--- src/sarseq_pkg.sv ---
// Shared constants and types of the SAR conversion sequencer.
// Assumes one 100 MHz clock and a synchronous active-low reset.
package sarseq_pkg;
    // ************************************************************
    // Code layout
    // ************************************************************
    localparam int          CODE_W       = 16;
    localparam int          MSB_POS      = 15;
    localparam logic [15:0] TOP_CODE     = 16'hffff;
    localparam logic [15:0] BOTTOM_CODE  = 16'h0000;
    localparam logic [15:0] MSB_FLIP     = 16'h8000;
    localparam logic [15:0] FIRST_TRIAL  = 16'h8000;
    localparam logic [15:0] RESULT_RST   = 16'h0000;
    // ************************************************************
    // Timing
    // ************************************************************
    localparam int          CLK_PERIOD_NS = 10;
    localparam int          ACQ_TIME_NS   = 500;
    localparam int          ACQ_CYCLES    = (ACQ_TIME_NS + CLK_PERIOD_NS - 1) / CLK_PERIOD_NS;
    localparam logic [7:0]  ACQ_LOAD      = 8'(ACQ_CYCLES - 1);
    localparam int          FIFO_DEPTH    = 16;
    // ************************************************************
    // Types
    // ************************************************************
    typedef enum logic [1:0] {ST_ACQ, ST_TRIAL, ST_FORM} sarseq_state_t;
    typedef struct packed {
        logic        over_range;
        logic        under_range;
        logic [15:0] code;
    } sarseq_result_t;
endpackage

--- src/sarseq_fifo.sv ---
// Result FIFO with valid and ready on both sides.
// Assumes one clock and a synchronous active-low reset.
`timescale 1ns/1ns
module sarseq_fifo #(
    parameter int WIDTH = 18,
    parameter int DEPTH = 16
) (
    // Clock and reset
    input  wire logic             clk_i,
    input  wire logic             rst_b_i,
    // Fill side
    input  wire logic             in_valid_i,
    output logic                  in_ready_o,
    input  wire logic [WIDTH-1:0] in_data_i,
    // Drain side
    output logic                  out_valid_o,
    input  wire logic             out_ready_i,
    output logic      [WIDTH-1:0] out_data_o
);
    localparam int AW = $clog2(DEPTH);
    logic [WIDTH-1:0] mem [DEPTH];
    logic [AW-1:0]    wr_ptr;
    logic [AW-1:0]    rd_ptr;
    logic [AW:0]      count;
    wire              push = in_valid_i && in_ready_o;
    wire              pop  = out_valid_o && out_ready_i;

    assign in_ready_o  = (count != (AW+1)'(DEPTH));
    assign out_valid_o = (count != '0);
    assign out_data_o  = mem[rd_ptr];

    always_ff @(posedge clk_i) begin
        if (push) begin
            mem[wr_ptr] <= in_data_i;
        end
    end

    always_ff @(posedge clk_i) begin
        if (!rst_b_i) begin
            wr_ptr <= '0;
            rd_ptr <= '0;
            count  <= '0;
        end else begin
            if (push) begin
                wr_ptr <= wr_ptr + 1'b1;
            end
            if (pop) begin
                rd_ptr <= rd_ptr + 1'b1;
            end
            count <= count + (AW+1)'(push) - (AW+1)'(pop);
        end
    end
endmodule // sarseq_fifo

--- src/sarseq_top.sv ---
// Sequencer of a 16-bit successive-approximation converter.
// Assumes the comparator and range detectors are synchronous to CLK_I.
// Functional notes
// - A falling edge on convert_start_n ends acquisition and starts a conversion.
// - At conversion start the sampling array and dummy are cut off the inputs and hold.
// - Sixteen bit decisions are made one per cycle, most significant bit first.
// - Each trial weight is half the previous, from half reference to one LSB.
// - After the last decision the code is formed, then busy goes low.
// - The code presented after busy falls belongs to the conversion just finished.
// - code_format_select picks straight binary or twos complement (MSB inverted).
// - Overrange saturates to FFFF straight binary or 7FFF twos complement.
// - Underrange saturates to 0000 straight binary or 8000 twos complement.
// - A running conversion ignores further start edges and power-down.
// - Start held low when busy is low re-triggers after self-timed acquisition.
`timescale 1ns/1ns
module sarseq_top (
    // Clock and reset
    input  wire logic        CLK_I,
    input  wire logic        RST_B_I,
    // Host control
    input  wire logic        CONVERT_START_N_I,
    input  wire logic        CODE_FORMAT_SELECT_I,
    input  wire logic        POWER_DOWN_I,
    // Analog front end
    input  wire logic        COMPARATOR_I,
    input  wire logic        OVER_RANGE_I,
    input  wire logic        UNDER_RANGE_I,
    output logic             SAMPLE_HOLD_O,
    output logic [15:0]      DAC_SWITCH_O,
    // Status and result
    output logic             BUSY_O,
    output logic [15:0]      RESULT_O,
    // Result stream
    output logic             RES_VALID_O,
    input  wire logic        RES_READY_I,
    output logic [17:0]      RES_DATA_O
);
    // ************************************************************
    // State
    // ************************************************************
    sarseq_pkg::sarseq_state_t state;
    sarseq_pkg::sarseq_state_t next_state;
    logic [15:0]               trial_bit;
    logic [15:0]               sar;
    logic                      start_q;
    logic [7:0]                acq_cnt;
    logic                      over_q;
    logic                      under_q;
    logic                      fifo_ready;
    logic                      fifo_valid;
    logic [17:0]               fifo_data;
    logic                      push;
    sarseq_pkg::sarseq_result_t push_word;

    // ************************************************************
    // Decode
    // ************************************************************
    wire         start_fall  = start_q && !CONVERT_START_N_I;
    wire         start_low   = !CONVERT_START_N_I && acq_cnt == 8'h00;
    // Power-down only holds off new conversions; it never aborts one
    wire         may_start   = !POWER_DOWN_I && fifo_ready;
    wire         go          = (state == sarseq_pkg::ST_ACQ) && may_start
                               && (start_fall || start_low);
    wire         last_trial  = trial_bit[0];
    wire [15:0]  kept        = COMPARATOR_I ? (sar | trial_bit) : sar;
    wire [15:0]  straight    = over_q  ? sarseq_pkg::TOP_CODE
                             : under_q ? sarseq_pkg::BOTTOM_CODE : sar;
    wire [15:0]  formatted   = CODE_FORMAT_SELECT_I ? straight
                             : (straight ^ sarseq_pkg::MSB_FLIP);

    always_comb begin
        next_state = state;
        case (state)
            sarseq_pkg::ST_ACQ: begin
                if (go) begin
                    next_state = sarseq_pkg::ST_TRIAL;
                end
            end
            sarseq_pkg::ST_TRIAL: begin
                if (last_trial) begin
                    next_state = sarseq_pkg::ST_FORM;
                end
            end
            default: begin
                next_state = sarseq_pkg::ST_ACQ;
            end
        endcase
    end

    assign push      = (state == sarseq_pkg::ST_FORM);
    assign push_word = '{over_range: over_q, under_range: under_q, code: formatted};

    // ************************************************************
    // Sequencer
    // ************************************************************
    always_ff @(posedge CLK_I) begin
        if (!RST_B_I) begin
            state   <= sarseq_pkg::ST_ACQ;
            start_q <= 1'b1;
        end else begin
            state   <= next_state;
            start_q <= CONVERT_START_N_I;
        end
    end

    // Self-timed acquisition reloads whenever a conversion ends
    always_ff @(posedge CLK_I) begin
        if (!RST_B_I) begin
            acq_cnt <= 8'h00;
        end else if (push) begin
            acq_cnt <= sarseq_pkg::ACQ_LOAD;
        end else if (acq_cnt != 8'h00) begin
            acq_cnt <= acq_cnt - 8'h01;
        end
    end

    always_ff @(posedge CLK_I) begin
        if (!RST_B_I) begin
            trial_bit <= 16'h0000;
            sar       <= 16'h0000;
            over_q    <= 1'b0;
            under_q   <= 1'b0;
        end else if (go) begin
            trial_bit <= sarseq_pkg::FIRST_TRIAL;
            sar       <= 16'h0000;
            over_q    <= OVER_RANGE_I;
            under_q   <= UNDER_RANGE_I;
        end else if (state == sarseq_pkg::ST_TRIAL) begin
            sar       <= kept;
            trial_bit <= trial_bit >> 1;
        end
    end

    // ************************************************************
    // Outputs
    // ************************************************************
    always_ff @(posedge CLK_I) begin
        if (!RST_B_I) begin
            SAMPLE_HOLD_O <= 1'b0;
            DAC_SWITCH_O  <= 16'h0000;
            BUSY_O        <= 1'b0;
            RESULT_O      <= sarseq_pkg::RESULT_RST;
        end else begin
            if (go) begin
                SAMPLE_HOLD_O <= 1'b1;
                BUSY_O        <= 1'b1;
                DAC_SWITCH_O  <= sarseq_pkg::FIRST_TRIAL;
            end else if (state == sarseq_pkg::ST_TRIAL && !last_trial) begin
                DAC_SWITCH_O  <= kept | (trial_bit >> 1);
            end else if (push) begin
                // Code lands in the same edge busy drops, so no stale read
                RESULT_O      <= formatted;
                BUSY_O        <= 1'b0;
                SAMPLE_HOLD_O <= 1'b0;
                DAC_SWITCH_O  <= 16'h0000;
            end
        end
    end

    // ************************************************************
    // Result stream
    // ************************************************************
    // The fifo pops exactly when the drain stage loads, so no word is repeated
    wire take = fifo_valid && (!RES_VALID_O || RES_READY_I);

    sarseq_fifo #(
        .WIDTH (18),
        .DEPTH (sarseq_pkg::FIFO_DEPTH)
    ) u_sarseq_fifo (
        .clk_i       (CLK_I),
        .rst_b_i     (RST_B_I),
        .in_valid_i  (push),
        .in_ready_o  (fifo_ready),
        .in_data_i   (push_word),
        .out_valid_o (fifo_valid),
        .out_ready_i (take),
        .out_data_o  (fifo_data)
    );

    // Registered drain stage keeps stream outputs on flip-flops
    // Data loads only with a real word, so unwritten memory never shows
    always_ff @(posedge CLK_I) begin
        if (!RST_B_I) begin
            RES_VALID_O <= 1'b0;
            RES_DATA_O  <= 18'h00000;
        end else if (take) begin
            RES_VALID_O <= 1'b1;
            RES_DATA_O  <= fifo_data;
        end else if (RES_READY_I) begin
            RES_VALID_O <= 1'b0;
        end
    end
endmodule // sarseq_top

--- config.mk ---
export PLATFORM = sky130hd
export DESIGN_NAME = sarseq_top
export DESIGN_NICKNAME = d
export VERILOG_FILES = /design/src/sarseq_pkg.sv /design/src/sarseq_fifo.sv /design/src/sarseq_top.sv
export SDC_FILE = /design/constraint.sdc
export NUM_CORES = 1
export LEC_CHECK = 0
export BUFFER_PORTS_ARGS = -buffer_cell sky130_fd_sc_hd__buf_2
export CORE_ASPECT_RATIO = 0.75
export CORE_UTILIZATION = 45
export DETAILED_ROUTE_END_ITERATION = 10
export GPL_ROUTABILITY_DRIVEN = 0
export PLACE_DENSITY_LB_ADDON = 0.12
export SLEW_MARGIN = 20
export SYNTH_ARGS = -nofsm -noshare
export SYNTH_HDL_FRONTEND = slang
export SYNTH_HIERARCHICAL = 1
export SYNTH_SLANG_ARGS = --single-unit
export TNS_END_PERCENT = 10
--- constraint.sdc ---
create_clock -name CLK_I -period 3.6 [get_ports CLK_I]
set_input_delay 0.54 -clock CLK_I [delete_from_list [all_inputs] [get_ports CLK_I]]
set_output_delay 0.54 -clock CLK_I [all_outputs]
set_load 0.05 [all_outputs]
==> results.toml, run 1 <==
[layout]
utilization = 0.5236
n_antenna_cell = 0
synthToLayoutAreaGrowth_pct = 14.04
layout-drive-gt1-share = 0.2339
num-nets-final = 1077

[synth]
post-synth-top-area-cell = "edfxtp_1"
synth_fp_nets = 993
yosysUniqueCellTypes = 50
synth_top_family_by_area = "multiplexers"
yosys.area_share.simple = 0.06220
synth_compound_area_frac = 0.07128
synth_top_area_frac = 0.5605
synth_edf_count = 288
async_flop_share = 0
synthAdderAreaFrac = 0.01103
yosysMostFrequentCell = "edfxtp_1"
synthMuxAreaShare = 0.1155
syn_area_um2 = 15430
syn_inst = 971
syn_area_per_cell_um2 = 15.89
synth_seq_area_share = 0.7085
synth_xor_area_frac = 0.007380
yosys_warnings = 6
synth-main-ff-cell = "edfxtp_1"
ys_top_cells_by_count = "edfxtp_1, dfxtp_1, nand2_1"
synthTopCellsByArea = "edfxtp_1, dfxtp_1, mux4_2"
synth-seq-cells = 402

[detailed_routing]
top_layer = "met4"
ant_nets = 0
vias = 8532
wl_per_cell_um = 22.85
via_per_inst = 5.555
firstDrtPassIters = 5
dr_wl_met3_mm = 1.986
wirelength_mm = 35.11
wl_met1_mm = 16.71
route.met2.wl_mm = 15.70
drt_iter0_markers = 641
drc_errors = 0

[timing]
min_period_ns = 3.203
tightest_slew_ns = 1.086
drv_slew = 0
setup_slack_ns = 0.3973
max_freq_mhz = 312.2
relSlewSlack = 0.2726
setup_viol = 0
skew_ns = 0.01992
rsz0062_at_grt = "false"
post-route-period-util = 0.8896
finalSetupTns_ns = 0
hold_violations = 0

[pwr]
clkPwrFrac = 0.323
p_leak_nw = 6.071
p_sw_mw = 3.513
power_per_cell_area_nw_per_um2 = 683.4
vdd_drop_max_mv = 0.6991
internal-power_mw = 8.510
swShare = 0.2922
pwr-share-seq = 0.454
combPwrFrac = 0.222

[clocking]
clk_latency_ns = 0.55
root_buffer = "clkbuf_16"
path_clk_slew_ns = 0.06
cts_setup_buffers = 0
cts_tree = "done"
cts_buffers = 39
cts_hold_buf = 0
cts_resized = 0
htree_levels = 2
cts_sinks = 402
cts_buffer_depth = 3

[critical_path]
worst_r2r_path_depth = 16
cp.required_ns = 4.04
critPathCapture = "u_sarseq_fifo/count[4]"
crit_start = "u_sarseq_fifo/count[3]"
critPathKind = "register to register"
cp.arrival_ns = 3.64
worstReg2RegStart = "u_sarseq_fifo/count[3]"
regToRegEndpoint = "u_sarseq_fifo/count[4]"
cp-start-kind = "register"
ff2ff_setup_slack_ns = 0.40
cp_max_fo = 6
endpoint_kind = "register"

[global_routing]
grt_max_degree = 49
grt_pass1_wl_mm = 52.90
antenna_found_initial = 0
first_global_vias = 8474
grt_util_all_layers = 0.2059
grt.overflow.total = 0

[die]
die-area_um2 = 35040
rows = 58
core_um2 = 33600
dieWidth_um = 215.8
die_height_um = 162.4
start_util = 0.4592
io_pins = 62

[placement]
post-place-ws_ns = 0.4022
hpwl_mm = 20.74
io_buffer_count = 61

[job]
cap_violations = 0

[run_status]
status = "finished, final reports clean"

[min_path]
worstHoldPathType = "primary input to register"
==> worst min-delay path by stage <==
stage | from | depth (start not counted) | slack, ns | end
after floorplan | trial_bit[15] | 2 | 0.46 | trial_bit[14]
after global placement | RES_DATA_O[0] | 2 | 0.44 | RES_DATA_O[0]
after detailed placement | RES_DATA_O[7] | 2 | 0.45 | RES_DATA_O[7]
after CTS | CONVERT_START_N_I | 2 | 0.19 | start_q
after global routing | CONVERT_START_N_I | 2 | 0.21 | start_q
final | CONVERT_START_N_I | 2 | 0.21 | start_q
==> power groups by stage <==
stage | Sequential [mW] | Clock, mW | Combinational [mW]
2_1_floorplan | 5.79 | 0 | 1.82
3_5_place_dp | 5.57 | 0 | 2.71
4_1_cts | 5.47 | 3.97 | 2.71
6_report | 5.46 | 3.89 | 2.67
3_3_place_gp | 5.57 | 0 | 2.70
5_1_grt | 5.50 | 4.14 | 2.93
==> cell usage in the layout, fill, tap and decap left out, types with 4 or more instances in the layout <==
master     count
a21oi_1       74
buf_4         36
nor3_2         4
mux4_2        72
inv_1         16
buf_2         61
xnor2_1       10
nand2b_1      11
nor2_1        38
nand3_1        4
nor2_2        12
edfxtp_1     288
buf_12         4
clkbuf_1      17
dfxtp_1      112
nand2_1       96
and3_1         4
o21ai_0        4
a21o_1        17
and2_1        15
clkinv_2       5
clkbuf_16     39
mux2i_1       16
a22oi_1       36
a211oi_1      28
clkinv_1       5
ha_1          12
==> state kept, by name, indices dropped and copies added (netlist names), named ones only <==
name	flops
BUSY_O	1
start_q	1
RES_DATA_O	18
u_sarseq_fifo/count	5
RES_VALID_O	1
u_sarseq_fifo/rd_ptr	4
over_q	1
u_sarseq_fifo/wr_ptr	4
RESULT_O	16
under_q	1
sar	16
trial_bit	16
u_sarseq_fifo/mem	288
state	2
DAC_SWITCH_O	16
acq_cnt	8
==> per-stage QoR <==
step,instances,instance area (um^2),hold slack [ns],power [mW]
2_1_floorplan,971,15430,0.4557,7.612
3_3_place_gp,1464,16410,0.4411,8.261
3_5_place_dp,1464,16410,0.4478,8.277
4_1_cts,1536,17590,0.1946,12.15
5_1_grt,1536,17590,0.2131,12.57
6_report,1536,17590,0.2127,12.02
==> metal layers <==
metal / vias up / track usage
li1: 3888 / -
met1: 4380 / 0.3079
met2: 213 / 0.3096
met3: 51 / 0.03567
met4: 0 / 0.06093
met5: - / 0
==> kinds of logic (layout without fill, tap and decap cells) <==
group,count (synthesis),after routing
buffers and inverters,76,191
AND/OR/NAND/NOR,208,208
XOR/XNOR,13,13
AO/OA/AOI/OAI,171,171
multiplexers,88,88
adder cells (fa/ha/maj),13,13
flip-flops,402,402
==> final cells by class <==
| class | count | area, um^2 |
|---|---|---|
| clock inverter | 15 | 131.4 |
| multi-input combinational | 493 | 4185 |
| tap | 450 | 563.0 |
| inverter | 18 | 67.56 |
| fill | 2769 | 16010 |
| sequential | 402 | 10940 |
| timing repair buffer | 101 | 655.6 |
| clock buffer | 57 | 1054 |
==> worst max-delay path, cell delays in order, from the launching register on <==
cell and delay, ns:
dfxtp_1 0.32, inv_1 0.08, ha_1 0.16, or4b_1 0.60
nand2_1 0.15, clkinv_1 0.09, nand2_2 0.09, inv_1 0.05
ha_1 0.26, inv_1 0.05, ha_1 0.16, inv_1 0.07
fa_1 0.42, nand2b_1 0.16, a21oi_1 0.18, o21ai_0 0.09
and3b_1 0.18
No activity file was read; power rests on OpenSTA's default activity.
==> inputs of run 2 (changes only) <==
- CTS_CLUSTER_SIZE: unset -> 8
- RECOVER_POWER: unset -> 50
==> run 2 against run 1 <==
Net effect:
- the run now ends with max-capacitance violations, max-slew violations left
- maximum frequency shrank 0.72%
- via count grew 2.1%
- power grew 6.9%
- flip-flop and latch count is the same
- critical endpoint unchanged
==> results.toml, run 2 (same netlist as run 1, synthesis figures left out) <==
[run_status]
status = "finished, violations left"
violations = "max-capacitance violations, max-slew violations"

[clocking]
root_buffer = "clkbuf_16"
cts_buffers = 56
path_clk_slew_ns = 0.05
cts_resized = 0
cts_hold_buf = 0
cts_setup_buffers = 0
cts_tree = "done"
cts_sinks = 402
htree_levels = 2
cts_buffer_depth = 3
clk_latency_ns = 0.57

[pwr]
power_per_cell_area_nw_per_um2 = 718.8
vdd_drop_max_mv = 0.7511
total_power_mw = 12.85
p_leak_nw = 5.998

[global_routing]
grt_max_degree = 49
grt_pass1_wl_mm = 53.70
grt_util_all_layers = 0.2091
grt.overflow.total = 0
first_global_vias = 8617
antenna_found_initial = 0

[die]
die-area_um2 = 35040
io_pins = 62
rows = 58
dieWidth_um = 215.8
start_util = 0.4592
die_height_um = 162.4
core_um2 = 33600

[detailed_routing]
wl_per_cell_um = 22.80
vias = 8707
wirelength_mm = 35.60
top_layer = "met4"
via_per_inst = 5.578
drc_errors = 0
route.met2.wl_mm = 15.96
drt_iter0_markers = 656
firstDrtPassIters = 5
ant_nets = 0
dr_wl_met3_mm = 2.156
wl_met1_mm = 16.72

[timing]
finalSetupTns_ns = 0
post-route-period-util = 0.8961
setup_viol = 0
max_freq_mhz = 310.0
drv_slew = 22
skew_ns = 0.01922
hold_violations = 0
relSlewSlack = -0.04078
tightest_slew_ns = 1.561
min_period_ns = 3.226
rsz0062_at_grt = "false"

[layout]
reg_top3 = "u_sarseq_fifo/mem (288), RES_DATA_O (18)"
final_cell_mix = "edfxtp_1, dfxtp_1, nand2_1"
num-nets-final = 1094
top_register = "u_sarseq_fifo/mem"
layout-drive-gt1-share = 0.1766
utilization = 0.5320
synthToLayoutAreaGrowth_pct = 15.86
mostFrequentLayoutCell = "edfxtp_1"
largest_register_ffs = 288

[critical_path]
cp-start-kind = "register"
cp.arrival_ns = 3.68
endpoint_kind = "register"
cp_max_fo = 6
critPathKind = "register to register"
cp.required_ns = 4.05

[placement]
hpwl_mm = 20.74
io_buffer_count = 61

[min_path]
worstHoldPathType = "primary input to register"

[job]
cap_violations = 1
[run 2: worst max-delay path, stage by stage, from the launching register on]
cell	delay (ns)
dfxtp_1	0.32
inv_1	0.08
ha_1	0.16
or4b_1	0.59
nand2_1	0.14
clkinv_1	0.08
nand2_1	0.12
inv_1	0.06
ha_1	0.26
inv_1	0.05
ha_1	0.16
inv_1	0.07
fa_1	0.42
nand2b_1	0.16
a21oi_1	0.18
o21ai_0	0.09
and3b_1	0.18
[run 2: stage by stage]
step	setup WS, ns	hold slack, ns	cells	cell area [um^2]
6_report	0.3740	0.1968	1561	17880
4_1_cts	0.3877	0.1705	1560	17990
3_3_place_gp	0.4557	0.4411	1464	16410
2_1_floorplan	0.03768	0.4557	971	15430
5_1_grt	0.1391	0.1876	1560	17870
3_5_place_dp	0.4022	0.4478	1464	16410
[run 2: power by group]
| group | internal [mW] | switching (mW) |
|---|---|---|
| clock network | 2.91 | 1.82 |
| logic | 1.07 | 1.56 |
| registers | 5.22 | 0.261 |
[run 2: worst paths after layout]
kind / slack (ns) / start / endpoint / cells after the start
hold / removal: 0.20 / CONVERT_START_N_I / start_q / 2
hold reg to reg: 0.45 / RES_DATA_O[1] / RES_DATA_O[1] / 2
setup / recovery: 0.37 / u_sarseq_fifo/count[3] / u_sarseq_fifo/count[4] / 16
setup reg to reg: 0.37 / u_sarseq_fifo/count[3] / u_sarseq_fifo/count[4] / 16
[run 2: final cells by class]
cell class	instances	area (um^2)
Inverter	18	67.56
Clock buffer	95	1569
Timing Repair Buffer	101	559.3
Sequential cell	402	10940
Fill cell	2737	15720
Multi-Input combinational cell	493	4168
Clock inverter	1	8.758
Antenna cell	1	2.502
Tap cell	450	563.0
[run 2: layer usage]
layer	up-vias	track usage
li1	3927	-
met1	4484	0.3109
met2	243	0.3158
met3	53	0.03810
met4	0	0.05996
met5	-	0
==> inputs of run 3 (changes only) <==
- CORE_UTILIZATION: 45 -> 34
- REMOVE_ABC_BUFFERS: unset -> 1
==> run 3 against run 2 <==
Net effect:
- the flow still finishes with violations (max-capacitance violations, max-slew violations)
- count of clock-buffer cells in the layout grew 3
- non-clock buffer count grew 4
- flip-flop and latch count is the same
- hold slack lost 0.0029 ns
- critical endpoint unchanged
- clock power grew 2%
- critical path depth is the same
- clock skew shrank 0.00051 ns
- cell count grew 9.3%
- cell area grew 1.3%
==> results.toml, run 3 (same netlist as run 1, synthesis figures left out) <==
[clocking]
path_clk_slew_ns = 0.05
clk_latency_ns = 0.58
htree_levels = 2
root_buffer = "clkbuf_16"
cts_buffer_depth = 3
cts_sinks = 402
cts_tree = "done"
cts_resized = 0
cts_buffers = 56
cts_setup_buffers = 0
cts_hold_buf = 0

[run_status]
status = "finished, violations left"
violations = "max-capacitance violations, max-slew violations"

[detailed_routing]
firstDrtPassIters = 6
drc_errors = 0
via_per_inst = 5.041
ant_nets = 0
wirelength_mm = 37.59
vias = 8600
drt_iter0_markers = 549
wl_per_cell_um = 22.03

[global_routing]
antenna_found_initial = 0
grt.overflow.total = 0
grt_util_all_layers = 0.1655
grt_max_degree = 47
grt_pass1_wl_mm = 56.13
first_global_vias = 8637

[critical_path]
critPathKind = "register to register"
max_stage_delay_ns = 0.58
cp.required_ns = 4.07
cp.arrival_ns = 3.67
cp_top_family = "simple AND/OR/NAND/NOR gates"
endpoint_kind = "register"
crit_buf_inv = 5
ff2ff_setup_slack_ns = 0.40
regToRegEndpoint = "u_sarseq_fifo/count[4]"
path_common_cell = "inv_1"
crit_start = "u_sarseq_fifo/count[2]"
cp_slowest_cell = "or4b_1"
cp_cell_sequence = "inv_1, ha_1, or4b_1, nand2_1, clkinv_1, nand2_2, inv_1, ha_1, inv_1, ha_1, inv_1, fa_1, nand2b_1, a21oi_1, o21ai_0, and3b_1"
cp_max_fo = 6
cp-start-kind = "register"
worst_r2r_path_depth = 16
worstReg2RegStart = "u_sarseq_fifo/count[2]"

[placement]
post-place-ws_ns = 0.3837
hpwl_mm = 22.65
post-place-cells = 1604
io_buffer_count = 61

[layout]
finalNonFillerCells = 1706
num-nets-final = 1098
top_register = "u_sarseq_fifo/mem"
final_cell_mix = "edfxtp_1, dfxtp_1, clkbuf_1"
layout-drive-gt1-share = 0.1804
largest_register_ffs = 288
utilization = 0.4052
n_antenna_cell = 0
fillers = 4130
mostFrequentLayoutCell = "edfxtp_1"
synthToLayoutAreaGrowth_pct = 17.35
reg_top3 = "u_sarseq_fifo/mem (288), RES_DATA_O (18)"

[timing]
setup_slack_ns = 0.3992
min_period_ns = 3.201
drv_slew = 42
max_freq_mhz = 312.4
rsz0062_at_grt = "false"
setup_viol = 0
skew_ns = 0.01871
relSlewSlack = -0.1824
post-route-period-util = 0.8891
tightest_slew_ns = 1.772
hold_violations = 0

[min_path]
hold_start = "CONVERT_START_N_I"
worstHoldPathType = "primary input to register"
hold_path_depth = 2
min_to = "start_q"

[die]
die-area_um2 = 46240
start_util = 0.3453
core_um2 = 44680
dieWidth_um = 248.0
rows = 67
die_height_um = 186.5
io_pins = 62

[pwr]
power_per_cell_area_nw_per_um2 = 716.5
total_power_mw = 12.97
p_leak_nw = 6.024
vdd_drop_max_mv = 0.3740

[job]
cap_violations = 1
run 3: cell types whose count changed in the layout (fill, tap and decap cells not counted), sizes merged:
cell,delta
diode,-1
clkbuf,+6
inv,+3
buf,+1
run 3: stage by stage:
| step | setup TNS (ns) | hold slack [ns] | area (um^2) |
|---|---|---|---|
| global route | 0 | 0.1802 | 18100 |
| floorplan | -11.37 | 0.4583 | 15120 |
| finish | 0 | 0.1938 | 18100 |
| global placement | 0 | 0.4420 | 16600 |
| detailed placement | 0 | 0.4453 | 16600 |
| CTS | 0 | 0.1657 | 18210 |
run 3: routing by layer:
| metal | vias to the layer above | track usage | share of wire |
|---|---|---|---|
| li1 | 3937 | - | - |
| met1 | 4420 | 0.2538 | 0.50 |
| met2 | 187 | 0.2414 | 0.44 |
| met3 | 56 | 0.02920 | 0.046 |
| met4 | 0 | 0.04082 | 0.017 |
| met5 | - | 0 | 0 |
run 3: cell type report:
| class | count | area [um^2] | area share |
|---|---|---|---|
| timing repair buffer | 105 | 579.3 | 0.03200 |
| inverter | 18 | 67.56 | 0.003732 |
| tap | 586 | 733.2 | 0.04050 |
| sequential | 402 | 10940 | 0.6041 |
| clock buffer | 98 | 1559 | 0.08611 |
| multi-input combinational | 493 | 4174 | 0.2305 |
| clock inverter | 4 | 53.80 | 0.002972 |
run 3: power by group:
group | total (mW) | leakage, nW | internal (mW) | switching (mW)
clock network | 4.81 | 0.765 | 2.91 | 1.90
registers | 5.50 | 3.58 | 5.22 | 0.285
logic | 2.66 | 1.68 | 1.08 | 1.58
total | 13.0 | 6.02 | 9.21 | 3.76
run 3: worst max path at each step:
stage | to | slack (ns) | cells past startpoint
after floorplan | RES_DATA_O[0] | -0.62 | 5
after detailed placement | u_sarseq_fifo/count[4] | 0.38 | 16
after global placement | u_sarseq_fifo/count[4] | 0.43 | 16
final | u_sarseq_fifo/count[4] | 0.40 | 16
after global routing | u_sarseq_fifo/count[4] | 0.03 | 16
after CTS | u_sarseq_fifo/count[4] | 0.37 | 16
